File: src/rtl/anp_pkg.sv
package anp_pkg;

   ////////////////////////////////////////////////////////////////////////////
   // Widths and memory shape
   localparam int ANP_AW = 16;
   localparam int ANP_DW = 16;
   localparam int ANP_COL_W = 2;
   localparam int ANP_TW = 8;

   ////////////////////////////////////////////////////////////////////////////
   // Times in ns and their clock counts at 10 MHz
   localparam int ANP_CLK_PERIOD_NS = 100;
   localparam int ANP_ADDR_ACCESS_TIME_NS = 200;
   localparam int ANP_PAGE_ACCESS_TIME_NS = 100;
   localparam int ANP_PRECHARGE_MIN_TIME_NS = 100;
   localparam int ANP_READ_CYCLE_MIN_NS = 300;
   localparam int ANP_WRITE_CYCLE_MIN_NS = 300;
   localparam int ANP_SLEEP_EXIT_DELAY_NS = 500;

   // Least times round up, none below one cycle
   function automatic logic [ANP_TW-1:0] anp_cycles(input int t_ns);
      int c;
      c = (t_ns + ANP_CLK_PERIOD_NS - 1) / ANP_CLK_PERIOD_NS;
      if (c < 1)
      begin
         c = 1;
      end
      return ANP_TW'(c);
   endfunction : anp_cycles

   localparam logic [ANP_TW-1:0] ANP_AA_CYC = anp_cycles(ANP_ADDR_ACCESS_TIME_NS);
   localparam logic [ANP_TW-1:0] ANP_AAP_CYC = anp_cycles(ANP_PAGE_ACCESS_TIME_NS);
   localparam logic [ANP_TW-1:0] ANP_PC_CYC = anp_cycles(ANP_PRECHARGE_MIN_TIME_NS);
   localparam logic [ANP_TW-1:0] ANP_RC_CYC = anp_cycles(ANP_READ_CYCLE_MIN_NS);
   localparam logic [ANP_TW-1:0] ANP_WC_CYC = anp_cycles(ANP_WRITE_CYCLE_MIN_NS);
   localparam logic [ANP_TW-1:0] ANP_ZZEX_CYC = anp_cycles(ANP_SLEEP_EXIT_DELAY_NS);
   localparam logic [ANP_TW-1:0] ANP_ZERO_CYC = 8'h00;

   ////////////////////////////////////////////////////////////////////////////
   // Carriers
   typedef struct packed {
      logic we;
      logic [1:0] byte_sel_n;
      logic [ANP_AW-1:0] addr;
      logic [ANP_DW-1:0] wdata;
   } anp_cmd_t;

   typedef struct packed {
      logic chip_sel_n;
      logic write_strobe_n;
      logic out_en_n;
      logic upper_byte_sel_n;
      logic lower_byte_sel_n;
      logic sleep_req_n;
      logic [ANP_AW-1:0] addr;
   } anp_pins_t;

   localparam anp_pins_t ANP_PINS_RESET = '{
      chip_sel_n: 1'b1,
      write_strobe_n: 1'b1,
      out_en_n: 1'b1,
      upper_byte_sel_n: 1'b1,
      lower_byte_sel_n: 1'b1,
      sleep_req_n: 1'b1,
      addr: 16'h0000
   };

   typedef enum logic [7:0] {
      ST_IDLE = 8'h01,
      ST_ROW_OPEN = 8'h02,
      ST_READ = 8'h04,
      ST_WR_SET = 8'h08,
      ST_WR_STROBE = 8'h10,
      ST_WR_RECOVER = 8'h20,
      ST_PRECHARGE = 8'h40,
      ST_SLEEP = 8'h80
   } anp_state_t;

endpackage : anp_pkg

File: src/rtl/anp_host_ctrl.sv
`timescale 1ns/1ps
module anp_host_ctrl (
   input wire logic core_clk_in,
   input wire logic rst_b_in,
   input wire logic req_in,
   input wire anp_pkg::anp_cmd_t cmd_in,
   input wire logic sleep_in,
   output logic ready_out,
   output logic [anp_pkg::ANP_DW-1:0] rdata_out,
   output logic rdata_valid_out,
   output logic asleep_out,
   output anp_pkg::anp_pins_t pins_out,
   output logic [anp_pkg::ANP_DW-1:0] data_bus_out,
   output logic data_bus_oe_n_out,
   input wire logic [anp_pkg::ANP_DW-1:0] data_bus_in
);

   ////////////////////////////////////////////////////////////////////////////
   // State
   anp_pkg::anp_state_t state_reg;
   anp_pkg::anp_state_t state_next;
   anp_pkg::anp_pins_t pins_reg;
   anp_pkg::anp_pins_t pins_next;
   anp_pkg::anp_cmd_t cmd_reg;
   logic pend_reg;
   logic pend_next;
   logic ready_reg;
   logic [anp_pkg::ANP_DW-1:0] dq_reg;
   logic [anp_pkg::ANP_DW-1:0] dq_next;
   logic dq_oe_n_reg;
   logic dq_oe_n_next;
   logic [anp_pkg::ANP_DW-1:0] rdata_reg;
   logic rvalid_reg;
   logic rvalid_next;
   logic asleep_reg;
   logic waking_reg;
   logic waking_next;
   logic acc_load;
   logic [anp_pkg::ANP_TW-1:0] acc_count;
   logic acc_done;
   logic cyc_load;
   logic [anp_pkg::ANP_TW-1:0] cyc_count;
   logic cyc_done;

   ////////////////////////////////////////////////////////////////////////////
   // Decode
   wire take = req_in & ready_reg;
   wire same_row = (cmd_reg.addr[anp_pkg::ANP_AW-1:anp_pkg::ANP_COL_W] ==
                    pins_reg.addr[anp_pkg::ANP_AW-1:anp_pkg::ANP_COL_W]);
   wire start_ok = acc_done & cyc_done & ~waking_reg;
   wire [anp_pkg::ANP_TW-1:0] cycle_min = cmd_reg.we ? anp_pkg::ANP_WC_CYC
                                                      : anp_pkg::ANP_RC_CYC;

   ////////////////////////////////////////////////////////////////////////////
   // Timers: one for access, precharge and wake; one for random cycle spacing
   anp_wait_timer #(.W(anp_pkg::ANP_TW)) u_acc_timer (
      .core_clk_in(core_clk_in),
      .rst_b_in(rst_b_in),
      .load_in(acc_load),
      .count_in(acc_count),
      .done_out(acc_done)
   );

   anp_wait_timer #(.W(anp_pkg::ANP_TW)) u_cyc_timer (
      .core_clk_in(core_clk_in),
      .rst_b_in(rst_b_in),
      .load_in(cyc_load),
      .count_in(cyc_count),
      .done_out(cyc_done)
   );

   ////////////////////////////////////////////////////////////////////////////
   // Sequencer
   always_comb
   begin
      state_next = state_reg;
      pins_next = pins_reg;
      pend_next = pend_reg | take;
      dq_next = dq_reg;
      dq_oe_n_next = dq_oe_n_reg;
      rvalid_next = 1'b0;
      waking_next = waking_reg & ~acc_done;
      acc_load = 1'b0;
      acc_count = anp_pkg::ANP_ZERO_CYC;
      cyc_load = 1'b0;
      cyc_count = anp_pkg::ANP_ZERO_CYC;
      case (state_reg)
         anp_pkg::ST_IDLE:
         begin
            if (pend_reg && start_ok)
            begin
               // Chip select falls with strobe high; output enable falls only for a read
               pins_next.chip_sel_n = 1'b0;
               pins_next.addr = cmd_reg.addr;
               pins_next.upper_byte_sel_n = cmd_reg.byte_sel_n[1];
               pins_next.lower_byte_sel_n = cmd_reg.byte_sel_n[0];
               pins_next.out_en_n = cmd_reg.we;
               acc_load = 1'b1;
               acc_count = anp_pkg::ANP_AA_CYC;
               cyc_load = 1'b1;
               cyc_count = cycle_min;
               pend_next = 1'b0;
               state_next = cmd_reg.we ? anp_pkg::ST_WR_SET : anp_pkg::ST_READ;
            end
            else if (!pend_reg && sleep_in && start_ok)
            begin
               pins_next.sleep_req_n = 1'b0;
               state_next = anp_pkg::ST_SLEEP;
            end
         end
         anp_pkg::ST_ROW_OPEN:
         begin
            // Row stays open with chip select low until told otherwise
            if (pend_reg && same_row)
            begin
               pins_next.addr = cmd_reg.addr;
               pins_next.upper_byte_sel_n = cmd_reg.byte_sel_n[1];
               pins_next.lower_byte_sel_n = cmd_reg.byte_sel_n[0];
               pins_next.out_en_n = cmd_reg.we;
               acc_load = 1'b1;
               acc_count = anp_pkg::ANP_AAP_CYC;
               pend_next = 1'b0;
               state_next = cmd_reg.we ? anp_pkg::ST_WR_SET : anp_pkg::ST_READ;
            end
            else if (pend_reg || sleep_in)
            begin
               // Close the row before another row or sleep
               pins_next.chip_sel_n = 1'b1;
               pins_next.out_en_n = 1'b1;
               pins_next.upper_byte_sel_n = 1'b1;
               pins_next.lower_byte_sel_n = 1'b1;
               acc_load = 1'b1;
               acc_count = anp_pkg::ANP_PC_CYC;
               state_next = anp_pkg::ST_PRECHARGE;
            end
         end
         anp_pkg::ST_READ:
         begin
            if (acc_done)
            begin
               rvalid_next = 1'b1;
               pins_next.out_en_n = 1'b1;
               state_next = anp_pkg::ST_ROW_OPEN;
            end
         end
         anp_pkg::ST_WR_SET:
         begin
            // Strobe falls after chip select, on the same edge that data starts being driven
            pins_next.write_strobe_n = 1'b0;
            dq_next = cmd_reg.wdata;
            dq_oe_n_next = 1'b0;
            state_next = anp_pkg::ST_WR_STROBE;
         end
         anp_pkg::ST_WR_STROBE:
         begin
            if (acc_done)
            begin
               pins_next.write_strobe_n = 1'b1;
               state_next = anp_pkg::ST_WR_RECOVER;
            end
         end
         anp_pkg::ST_WR_RECOVER:
         begin
            // Data held through the rising strobe, then released
            dq_oe_n_next = 1'b1;
            state_next = anp_pkg::ST_ROW_OPEN;
         end
         anp_pkg::ST_PRECHARGE:
         begin
            if (acc_done)
            begin
               state_next = anp_pkg::ST_IDLE;
            end
         end
         anp_pkg::ST_SLEEP:
         begin
            // Nothing but the sleep pin moves here
            if (!sleep_in)
            begin
               pins_next.sleep_req_n = 1'b1;
               acc_load = 1'b1;
               acc_count = anp_pkg::ANP_ZZEX_CYC;
               waking_next = 1'b1;
               state_next = anp_pkg::ST_IDLE;
            end
         end
         default:
         begin
            state_next = anp_pkg::ST_IDLE;
            pins_next = anp_pkg::ANP_PINS_RESET;
            dq_oe_n_next = 1'b1;
         end
      endcase
   end

   ////////////////////////////////////////////////////////////////////////////
   // Registers
   always_ff @(posedge core_clk_in or negedge rst_b_in)
   begin
      if (!rst_b_in)
      begin
         state_reg <= anp_pkg::ST_IDLE;
         pins_reg <= anp_pkg::ANP_PINS_RESET;
         pend_reg <= 1'b0;
         ready_reg <= 1'b0;
         dq_reg <= '0;
         dq_oe_n_reg <= 1'b1;
         rvalid_reg <= 1'b0;
         asleep_reg <= 1'b0;
         waking_reg <= 1'b0;
      end
      else
      begin
         state_reg <= state_next;
         pins_reg <= pins_next;
         pend_reg <= pend_next;
         ready_reg <= ~pend_next;
         dq_reg <= dq_next;
         dq_oe_n_reg <= dq_oe_n_next;
         rvalid_reg <= rvalid_next;
         asleep_reg <= (state_next == anp_pkg::ST_SLEEP);
         waking_reg <= waking_next;
      end
   end

   always_ff @(posedge core_clk_in or negedge rst_b_in)
   begin
      if (!rst_b_in)
      begin
         cmd_reg <= '0;
         rdata_reg <= '0;
      end
      else
      begin
         if (take)
         begin
            cmd_reg <= cmd_in;
         end
         if (rvalid_next)
         begin
            rdata_reg <= data_bus_in;
         end
      end
   end

   assign ready_out = ready_reg;
   assign rdata_out = rdata_reg;
   assign rdata_valid_out = rvalid_reg;
   assign asleep_out = asleep_reg;
   assign pins_out = pins_reg;
   assign data_bus_out = dq_reg;
   assign data_bus_oe_n_out = dq_oe_n_reg;

endmodule : anp_host_ctrl

File: src/rtl/anp_wait_timer.sv
`timescale 1ns/1ps
module anp_wait_timer #(
   parameter int W = 8
) (
   input wire logic core_clk_in,
   input wire logic rst_b_in,
   input wire logic load_in,
   input wire logic [W-1:0] count_in,
   output logic done_out
);

   logic [W-1:0] cnt_reg;

   // Counts down to zero; done while at zero
   always_ff @(posedge core_clk_in or negedge rst_b_in)
   begin
      if (!rst_b_in)
      begin
         cnt_reg <= '0;
      end
      else if (load_in)
      begin
         cnt_reg <= count_in;
      end
      else if (cnt_reg != '0)
      begin
         cnt_reg <= cnt_reg - W'(1);
      end
   end

   assign done_out = (cnt_reg == '0);

endmodule : anp_wait_timer

File: config.mk
export PLATFORM = sky130hd
export DESIGN_NAME = anp_host_ctrl
export DESIGN_NICKNAME = d
export VERILOG_FILES = /design/src/rtl/anp_pkg.sv /design/src/rtl/anp_host_ctrl.sv /design/src/rtl/anp_wait_timer.sv
export SDC_FILE = /design/constraint.sdc
export NUM_CORES = 1
export LEC_CHECK = 0
export CAP_MARGIN = 40
export CELL_PAD_IN_SITES_DETAIL_PLACEMENT = 0
export CELL_PAD_IN_SITES_GLOBAL_PLACEMENT = 2
export CORE_ASPECT_RATIO = 1.5
export CORE_UTILIZATION = 44
export CTS_CLUSTER_DIAMETER = 60
export DETAILED_ROUTE_END_ITERATION = 16
export DONT_BUFFER_PORTS = 1
export PLACE_DENSITY_LB_ADDON = 0.1
export SKIP_CTS_REPAIR_TIMING = 1
export SYNTH_ARGS = -nofsm -noshare
export SYNTH_HDL_FRONTEND = slang
export SYNTH_SLANG_ARGS = --single-unit
export TNS_END_PERCENT = 50
File: constraint.sdc
create_clock -name core_clk_in -period 7.6 [get_ports core_clk_in]
set_clock_uncertainty 0.1 [all_clocks]
set_input_delay 0.38 -clock core_clk_in [delete_from_list [all_inputs] [get_ports core_clk_in]]
set_output_delay 0.38 -clock core_clk_in [all_outputs]
set_load 0.005 [all_outputs]
==> results of run 1 <==
## layer usage
layer  vias to the layer above  GRT usage
met5                         -          0
met4                         0     0.0701
met3                         9     0.0616
met2                        78      0.322
met1                      1635      0.223
li1                       1544          -
## logic make-up (layout without fill, tap and decap cells)
| kind of cell | Yosys count | after routing | share of synthesized area |
|---|---|---|---|
| simple gates | 159 | 159 | 0.153 |
| mux | 50 | 50 | 0.110 |
| flops | 119 | 119 | 0.587 |
| fa+ha+maj | 3 | 3 | 0.00738 |
| buf+inv | 25 | 47 | 0.0219 |
| compound gates | 57 | 57 | 0.0790 |
| xor+xnor | 24 | 24 | 0.0413 |
## power breakdown
part | switching [mW] | internal [mW]
Combinational | 0.195 | 0.214
Sequential | 0.131 | 0.799
Clock | 0.271 | 0.552
## worst max-delay path, stage by stage, from the launching register on
cell and delay (ps):
dfrtp_1 390, inv_1 100, ha_1 210, or4b_4 520, nor2_1 500, and2_1 690
mux2_2 410
## worst min-delay path by stage
stage | start | to | slack (ps) | cells after the start
after floorplan | rst_b_in | asleep_out | -20 | 0
after global placement | rst_b_in | state_reg[1] | -10 | 0
after detailed placement | rst_b_in | rdata_out[5] | -10 | 0
after CTS | rst_b_in | cmd_reg[29] | -440 | 0
after global routing | cmd_in[23] | cmd_reg[23] | 4 | 1
final | cmd_in[34] | cmd_reg[34] | -0.3 | 2
## area by class of cell
type / instances / area share
clock buffers: 21 / 0.0766
clock inverters: 10 / 0.0260
inverters: 12 / 0.00766
flip-flops and latches: 119 / 0.508
multi-input cells: 293 / 0.338
well taps: 147 / 0.0313
repair buffers: 4 / 0.0123
## metrics by stage
stage          instance area (um^2)  total power, mW  hold slack, ps  worst slack, ps  std cells
4_1_cts                        5840             2.17            -444             4560        604
5_1_grt                        5880             2.28            3.97             4390        606
3_3_place_gp                   5210             1.33           -12.5             4640        572
6_report                       5880             2.16          -0.331             4570        606
3_5_place_dp                   5240             1.34           -11.2             4550        573
2_1_floorplan                  5090             1.24           -15.6             5110        437
## placed cells by master, fill, tap and decap left out, types with 4 or more instances in the layout
cell type  instances
or4_1              5
a21oi_1           12
a22o_2             6
xor2_1             4
clkbuf_16         17
nor4_1             8
inv_1             11
nand3_1            8
nand2b_1           4
nor3_1             5
nand2_1           74
mux2_2            49
dfstp_2            8
dfrtp_1          111
a22o_1            12
nor2_1            27
or2_2              4
o21ai_0           16
clkinv_2           5
nand4_1            4
xnor2_1           20
bufinv_16          4
==> out/qor.yml, run 1 <==
fmax_mhz: 330
cts.clk_slew.worst_paths_ps: 50
yosysTopAreaCell: "dfrtp_1"
grt_pass1_vias: 3339
layout.nets: 505
synth_area_per_cell_um2: 11.6
wl_mm: 10.7
r2r_cells: 6
hp-class: "primary input to register"
yosysMostFrequentCell: "dfrtp_1"
antenna_found_initial: 0
fp-row-count: 47
clk_latency_ps: 400
io_buffers: 0
start_util: 0.455
cts_tree: "built"
min_period_over_period: 0.399
drt-met1-wl_mm: 4.39
reg2reg_slack_ps: 4570
finalHoldViolations: 1
cellPowerDensity_mw_per_mm2: 368
end_kind: "register"
final-seq-area_mm2: 0.00299
status: "finished with violations"
die_w_um: 89.8
fin_crit_ps: 3030
largest_reg_flops: 35
r2r_start: "u_acc_timer.cnt_reg[0]"
synth_area_mm2: 0.00509
violations: "negative hold slack"
cp-start-kind: "register"
ys_seq_area_frac: 0.587
overflow: 0
synth_edf_count: 0
syn_inst: 437
multi_input_area_mm2: 0.00199
dr_wl_met3_um: 561
place.gp.congestion: 0.792
cts_buffers: 17
top_layer: "met4"
ys_ff_latch: 119
grt_util_all_layers: 0.189
vias: 3266
synth_area_leaders: "dfrtp_1 55%, mux2_2 11%, nand2_1 5.5%"
dr.pass1.iters: 6
clock_path_buffers: 2
ys_warn_count: 0
yosysTopAreaCellShare: 0.546
slew_violations: 0
setup_viol: 0
cts_sinks: 119
io-pin-count: 113
die-area_mm2: 0.0120
met2_length_mm: 5.69
ys.flop_type: "dfrtp_1"
cts_root_buf: "clkbuf_16"
rsz0062_at_grt: "false"
cts_max_level: 4
cap_violations: 0
worstPathRequired_ps: 7780
grt_pass1_wl_mm: 17.4
viasPerCell: 5.39
syn-num-nets: 495
crit_arrival_ps: 3220
drt_iter0_drc: 214
worst_pin_slew_ps: 757
cellLeakagePower_nw: 2.70
final.setup.tns_ps: 0
ys_async_sr_fraction: 1.00
synthDistinctLibCells: 47
area_delta_synth_final_pct: 15.6
ir_drop_v: 0.000208
wl_per_cell_um: 17.7
netlist_top_cells_count: "111 x dfrtp_1, 74 x nand2_1, 49 x mux2_2, 27 x nor2_1, 20 x xnor2_1"
startpoint: "u_acc_timer.cnt_reg[0]"
antenna_left: 0
post-route-util: 0.526
max_slew_margin: 0.494
antenna_cells: 0
core-area_mm2: 0.0112
fp.dieH_um: 134
path_max_fanout: 18
crit_end: "rdata_out[5]"
path_class: "register to register"
r2r-end: "rdata_out[5]"
grt_start_max_net_pins: 120
drive_gt1_frac: 0.237
hpwl_mm: 7.41
nFillCells: 1039
route.detailed.drc: 0
whs_ps: -0.331
No activity file was read; power rests on OpenSTA's default activity.
==> run 2, diff against run 1 <==
--- a/config.mk
+++ b/config.mk
@@ -5,11 +5,12 @@
 export SDC_FILE = /design/constraint.sdc
 export NUM_CORES = 1
 export LEC_CHECK = 0
+export ABC_AREA = 1
 export CAP_MARGIN = 40
 export CELL_PAD_IN_SITES_DETAIL_PLACEMENT = 0
 export CELL_PAD_IN_SITES_GLOBAL_PLACEMENT = 2
 export CORE_ASPECT_RATIO = 1.5
-export CORE_UTILIZATION = 44
+export CORE_UTILIZATION = 34
 export CTS_CLUSTER_DIAMETER = 60
 export DETAILED_ROUTE_END_ITERATION = 16
 export DONT_BUFFER_PORTS = 1
==> constraint.sdc (replaced) <==
create_clock -name core_clk_in -period 2.6 [get_ports core_clk_in]
set_clock_uncertainty 0.1 [all_clocks]
set_input_delay 0.13 -clock core_clk_in [delete_from_list [all_inputs] [get_ports core_clk_in]]
set_output_delay 0.13 -clock core_clk_in [all_outputs]
set_load 0.005 [all_outputs]
==> run 2 against run 1 <==
Net effect:
- the flow still finishes with violations (negative hold slack)
- hold slack got worse by 700 ps
- maximum frequency grew 47%
- cell count grew 52%
- power rose to 3.0 times the previous value
- routed wire length increased by 21%
- clock power rose to 2.8 times the previous value
- register-to-register slack got worse by 4000 ps
- largest cell class unchanged
==> out/qor.yml, run 2 <==
antenna_left: 0  # unchanged
synth_area_per_cell_um2: 8.57  # was 11.6 um^2
ys_seq_area_frac: 0.544  # was 0.587
crit_arrival_ps: 2270  # was 3220 ps
antenna_found_initial: 0  # unchanged
cts_root_buf: "clkbuf_16"  # unchanged
max_slew_margin: 0.492  # was 0.494
worstPathRequired_ps: 2800  # was 7780 ps
cellPowerDensity_mw_per_mm2: 943  # was 368 mW/mm^2
place.gp.congestion: 0.790  # was 0.792
end_kind: "register"  # unchanged
grt_pass1_wl_mm: 20.9  # was 17.4 mm
wl_per_cell_um: 14.1  # was 17.7 um
layout.nets: 761  # was 505
dr.pass1.iters: 4  # was 6
finalHoldViolations: 119  # was 1
ys_ff_latch: 119  # unchanged
reg2reg_slack_ps: 530  # was 4570 ps
grt_util_all_layers: 0.165  # was 0.189
start_util: 0.350  # was 0.455
worst_pin_slew_ps: 759  # was 757 ps
intPower_mw: 4.41  # was 1.57 mW
path_class: "register to register"  # unchanged
pwr-share-clk: 0.364  # was 0.381
final.setup.tns_ps: 0  # unchanged
grt_start_max_net_pins: 120  # unchanged
die_w_um: 106  # was 89.8 um
synthDistinctLibCells: 35  # was 47
route.detailed.drc: 0  # unchanged
pwr-share-seq: 0.423  # was 0.430
combPwrFrac: 0.213  # was 0.189
syn_inst: 641  # was 437
synth_area_leaders: "dfrtp_1 51%, nand2_1 16%, nor2_1 5.1%"  # was dfrtp_1 55%, mux2_2 11%, nand2_1 5.5%
final-seq-area_mm2: 0.00299  # unchanged
core-area_mm2: 0.0157  # was 0.0112 mm^2
io_buffers: 0  # unchanged
fin_area_mm2: 0.00682  # was 0.00588 mm^2
min_period_over_period: 0.796  # was 0.399
fp.dieH_um: 158  # was 134 um
r2r_cells: 9  # was 6
synth_area_mm2: 0.00550  # was 0.00509 mm^2
violations: "negative hold slack"  # unchanged
wl_mm: 13.0  # was 10.7 mm
antenna_cells: 0  # unchanged
hp-class: "primary input to asynchronous set/reset pin"  # was primary input to register
vias: 4166  # was 3266
post-route-util: 0.434  # was 0.526
viasPerCell: 4.53  # was 5.39
netlist_top_cells_count: "231 x nand2_1, 111 x dfrtp_1, 75 x nor2_1, 63 x inv_1, 22 x mux2_2"  # was 111 x dfrtp_1, 74 x nand2_1, 49 x mux2_2, 27 x nor2_1, 20 x xnor2_1
cap_violations: 0  # unchanged
cts_tree: "built"  # unchanged
rsz0062_at_grt: "false"  # unchanged
clock_path_buffers: 2  # unchanged
cp-start-kind: "register"  # unchanged
layout_commonest_cell: "nand2_1"  # was dfrtp_1
synth_edf_count: 0  # unchanged
grt_pass1_vias: 4125  # was 3339
syn-num-nets: 699  # was 495
ys_warn_count: 0  # unchanged
io-pin-count: 113  # unchanged
cts_buffers: 17  # unchanged
fmax_mhz: 483  # was 330 MHz
cts.clk_slew.worst_paths_ps: 60  # was 50 ps
yosysTopAreaCell: "dfrtp_1"  # unchanged
overflow: 0  # unchanged
yosysTopAreaCellShare: 0.505  # was 0.546
p_sw_frac: 0.314  # was 0.276
yosysMostFrequentCell: "nand2_1"  # was dfrtp_1
slew_violations: 0  # unchanged
drive_gt1_frac: 0.145  # was 0.237
hpwl_mm: 8.99  # was 7.41 mm
cts_max_level: 4  # unchanged
cts_sinks: 119  # unchanged
fin_crit_ps: 2070  # was 3030 ps
place_area_mm2: 0.00571  # was 0.00524 mm^2
path_max_fanout: 16  # was 18
largest_reg_flops: 35  # unchanged
area_delta_synth_final_pct: 24.1  # was 15.6%
netSwitchingPower_mw: 2.02  # was 597 uW
setup_viol: 0  # unchanged
whs_ps: -696  # was -0.331 ps
nFillCells: 1609  # was 1039
clk_latency_ps: 410  # was 400 ps
ys_async_sr_fraction: 1.00  # unchanged
fp-row-count: 56  # was 47
multi_input_area_mm2: 0.00217  # was 0.00199 mm^2
cellLeakagePower_nw: 3.39  # was 2.70 nW
layout_common_cells: "230 x nand2_1, 111 x dfrtp_1, 75 x nor2_1, 63 x inv_1, 52 x dlygate4sd3_1"  # was 111 x dfrtp_1, 74 x nand2_1, 49 x mux2_2, 27 x nor2_1, 20 x xnor2_1
ys.flop_type: "dfrtp_1"  # unchanged
status: "finished with violations"  # unchanged
die-area_mm2: 0.0167  # was 0.0120 mm^2
drt_iter0_drc: 125  # was 214
ir_drop_v: 0.000516  # was 0.000208 V
power_mw: 6.43  # was 2.16 mW
-- run 2: cell count changes in the layout (fill, tap and decap cells not counted), sizes merged, moves of 6 or more --
cell         previous run  this run
inv                    11        77
o21ai                  16         7
a22o                   18         0
nand3                   8        20
xnor2                  20         7
mux2                   49        22
dlygate4sd3             1        52
nor2                   27        86
nand4                   4        10
nand2                  75       247
a21oi                  12        19
nor4                   10         0
-- run 2: metrics by stage --
stage,setup WS [ps],instances
global placement,528,835
global route,305,919
floorplan,835,641
CTS,477,867
detailed placement,486,835
finish,530,919
-- run 2: power by group through the flow --
stage	Combinational, mW	Sequential [mW]	Clock, mW
2_1_floorplan	1.12	2.65	0
3_3_place_gp	1.32	2.74	0
3_5_place_dp	1.32	2.75	0
4_1_cts	1.33	2.72	2.41
5_1_grt	1.58	2.79	2.48
6_report	1.37	2.72	2.34
-- run 2: final cells by class --
type | instances | area share
Sequential cell | 119 | 0.438
Multi-Input combinational cell | 439 | 0.319
Timing Repair Buffer | 56 | 0.0807
Clock buffer | 17 | 0.0624
Inverter | 70 | 0.0385
Tap cell | 203 | 0.0372
Clock inverter | 15 | 0.0242
-- run 2: routing by layer --
layer,global-route usage,vias to the layer above,wire [um]
met2,0.293,82,6790
met1,0.180,1968,5350
met3,0.0597,14,665
li1,-,2102,-
met5,0,-,0
met4,0.0575,0,167
-- run 2: logic make-up (layout without fill, tap and decap cells) --
group | count (synthesis) | after routing | synth area share
DFF | 119 | 119 | 0.544
muxes | 22 | 22 | 0.0451
AOI/OAI and AO/OA | 29 | 29 | 0.0276
xor gates and xnor gates | 12 | 12 | 0.0191
buffers and inverters | 83 | 158 | 0.0612
adders and majority gates | 3 | 3 | 0.00683
and+or+nand+nor | 373 | 373 | 0.296
-- run 2: critical path: stages, from the launching register on --
cell	delay [ps]
dfrtp_1	370
inv_1	90
ha_1	210
nand2_1	130
nor2_4	290
nand4_2	200
nand2_2	170
nand3_4	220
nand2_1	130
nand2_1	60
-- run 2: worst paths after layout --
kind | startpoint | endpoint
worst max-delay path | u_acc_timer.cnt_reg[0] | pins_out[14]
worst min-delay path | rst_b_in | pins_out[7]
worst max register to register | u_acc_timer.cnt_reg[0] | pins_out[14]
worst min register to register | cmd_reg[13] | data_bus_out[13]
max in group asynchronous | rst_b_in | pins_out[19]
min in group core_clk_in | data_bus_in[13] | rdata_out[13]
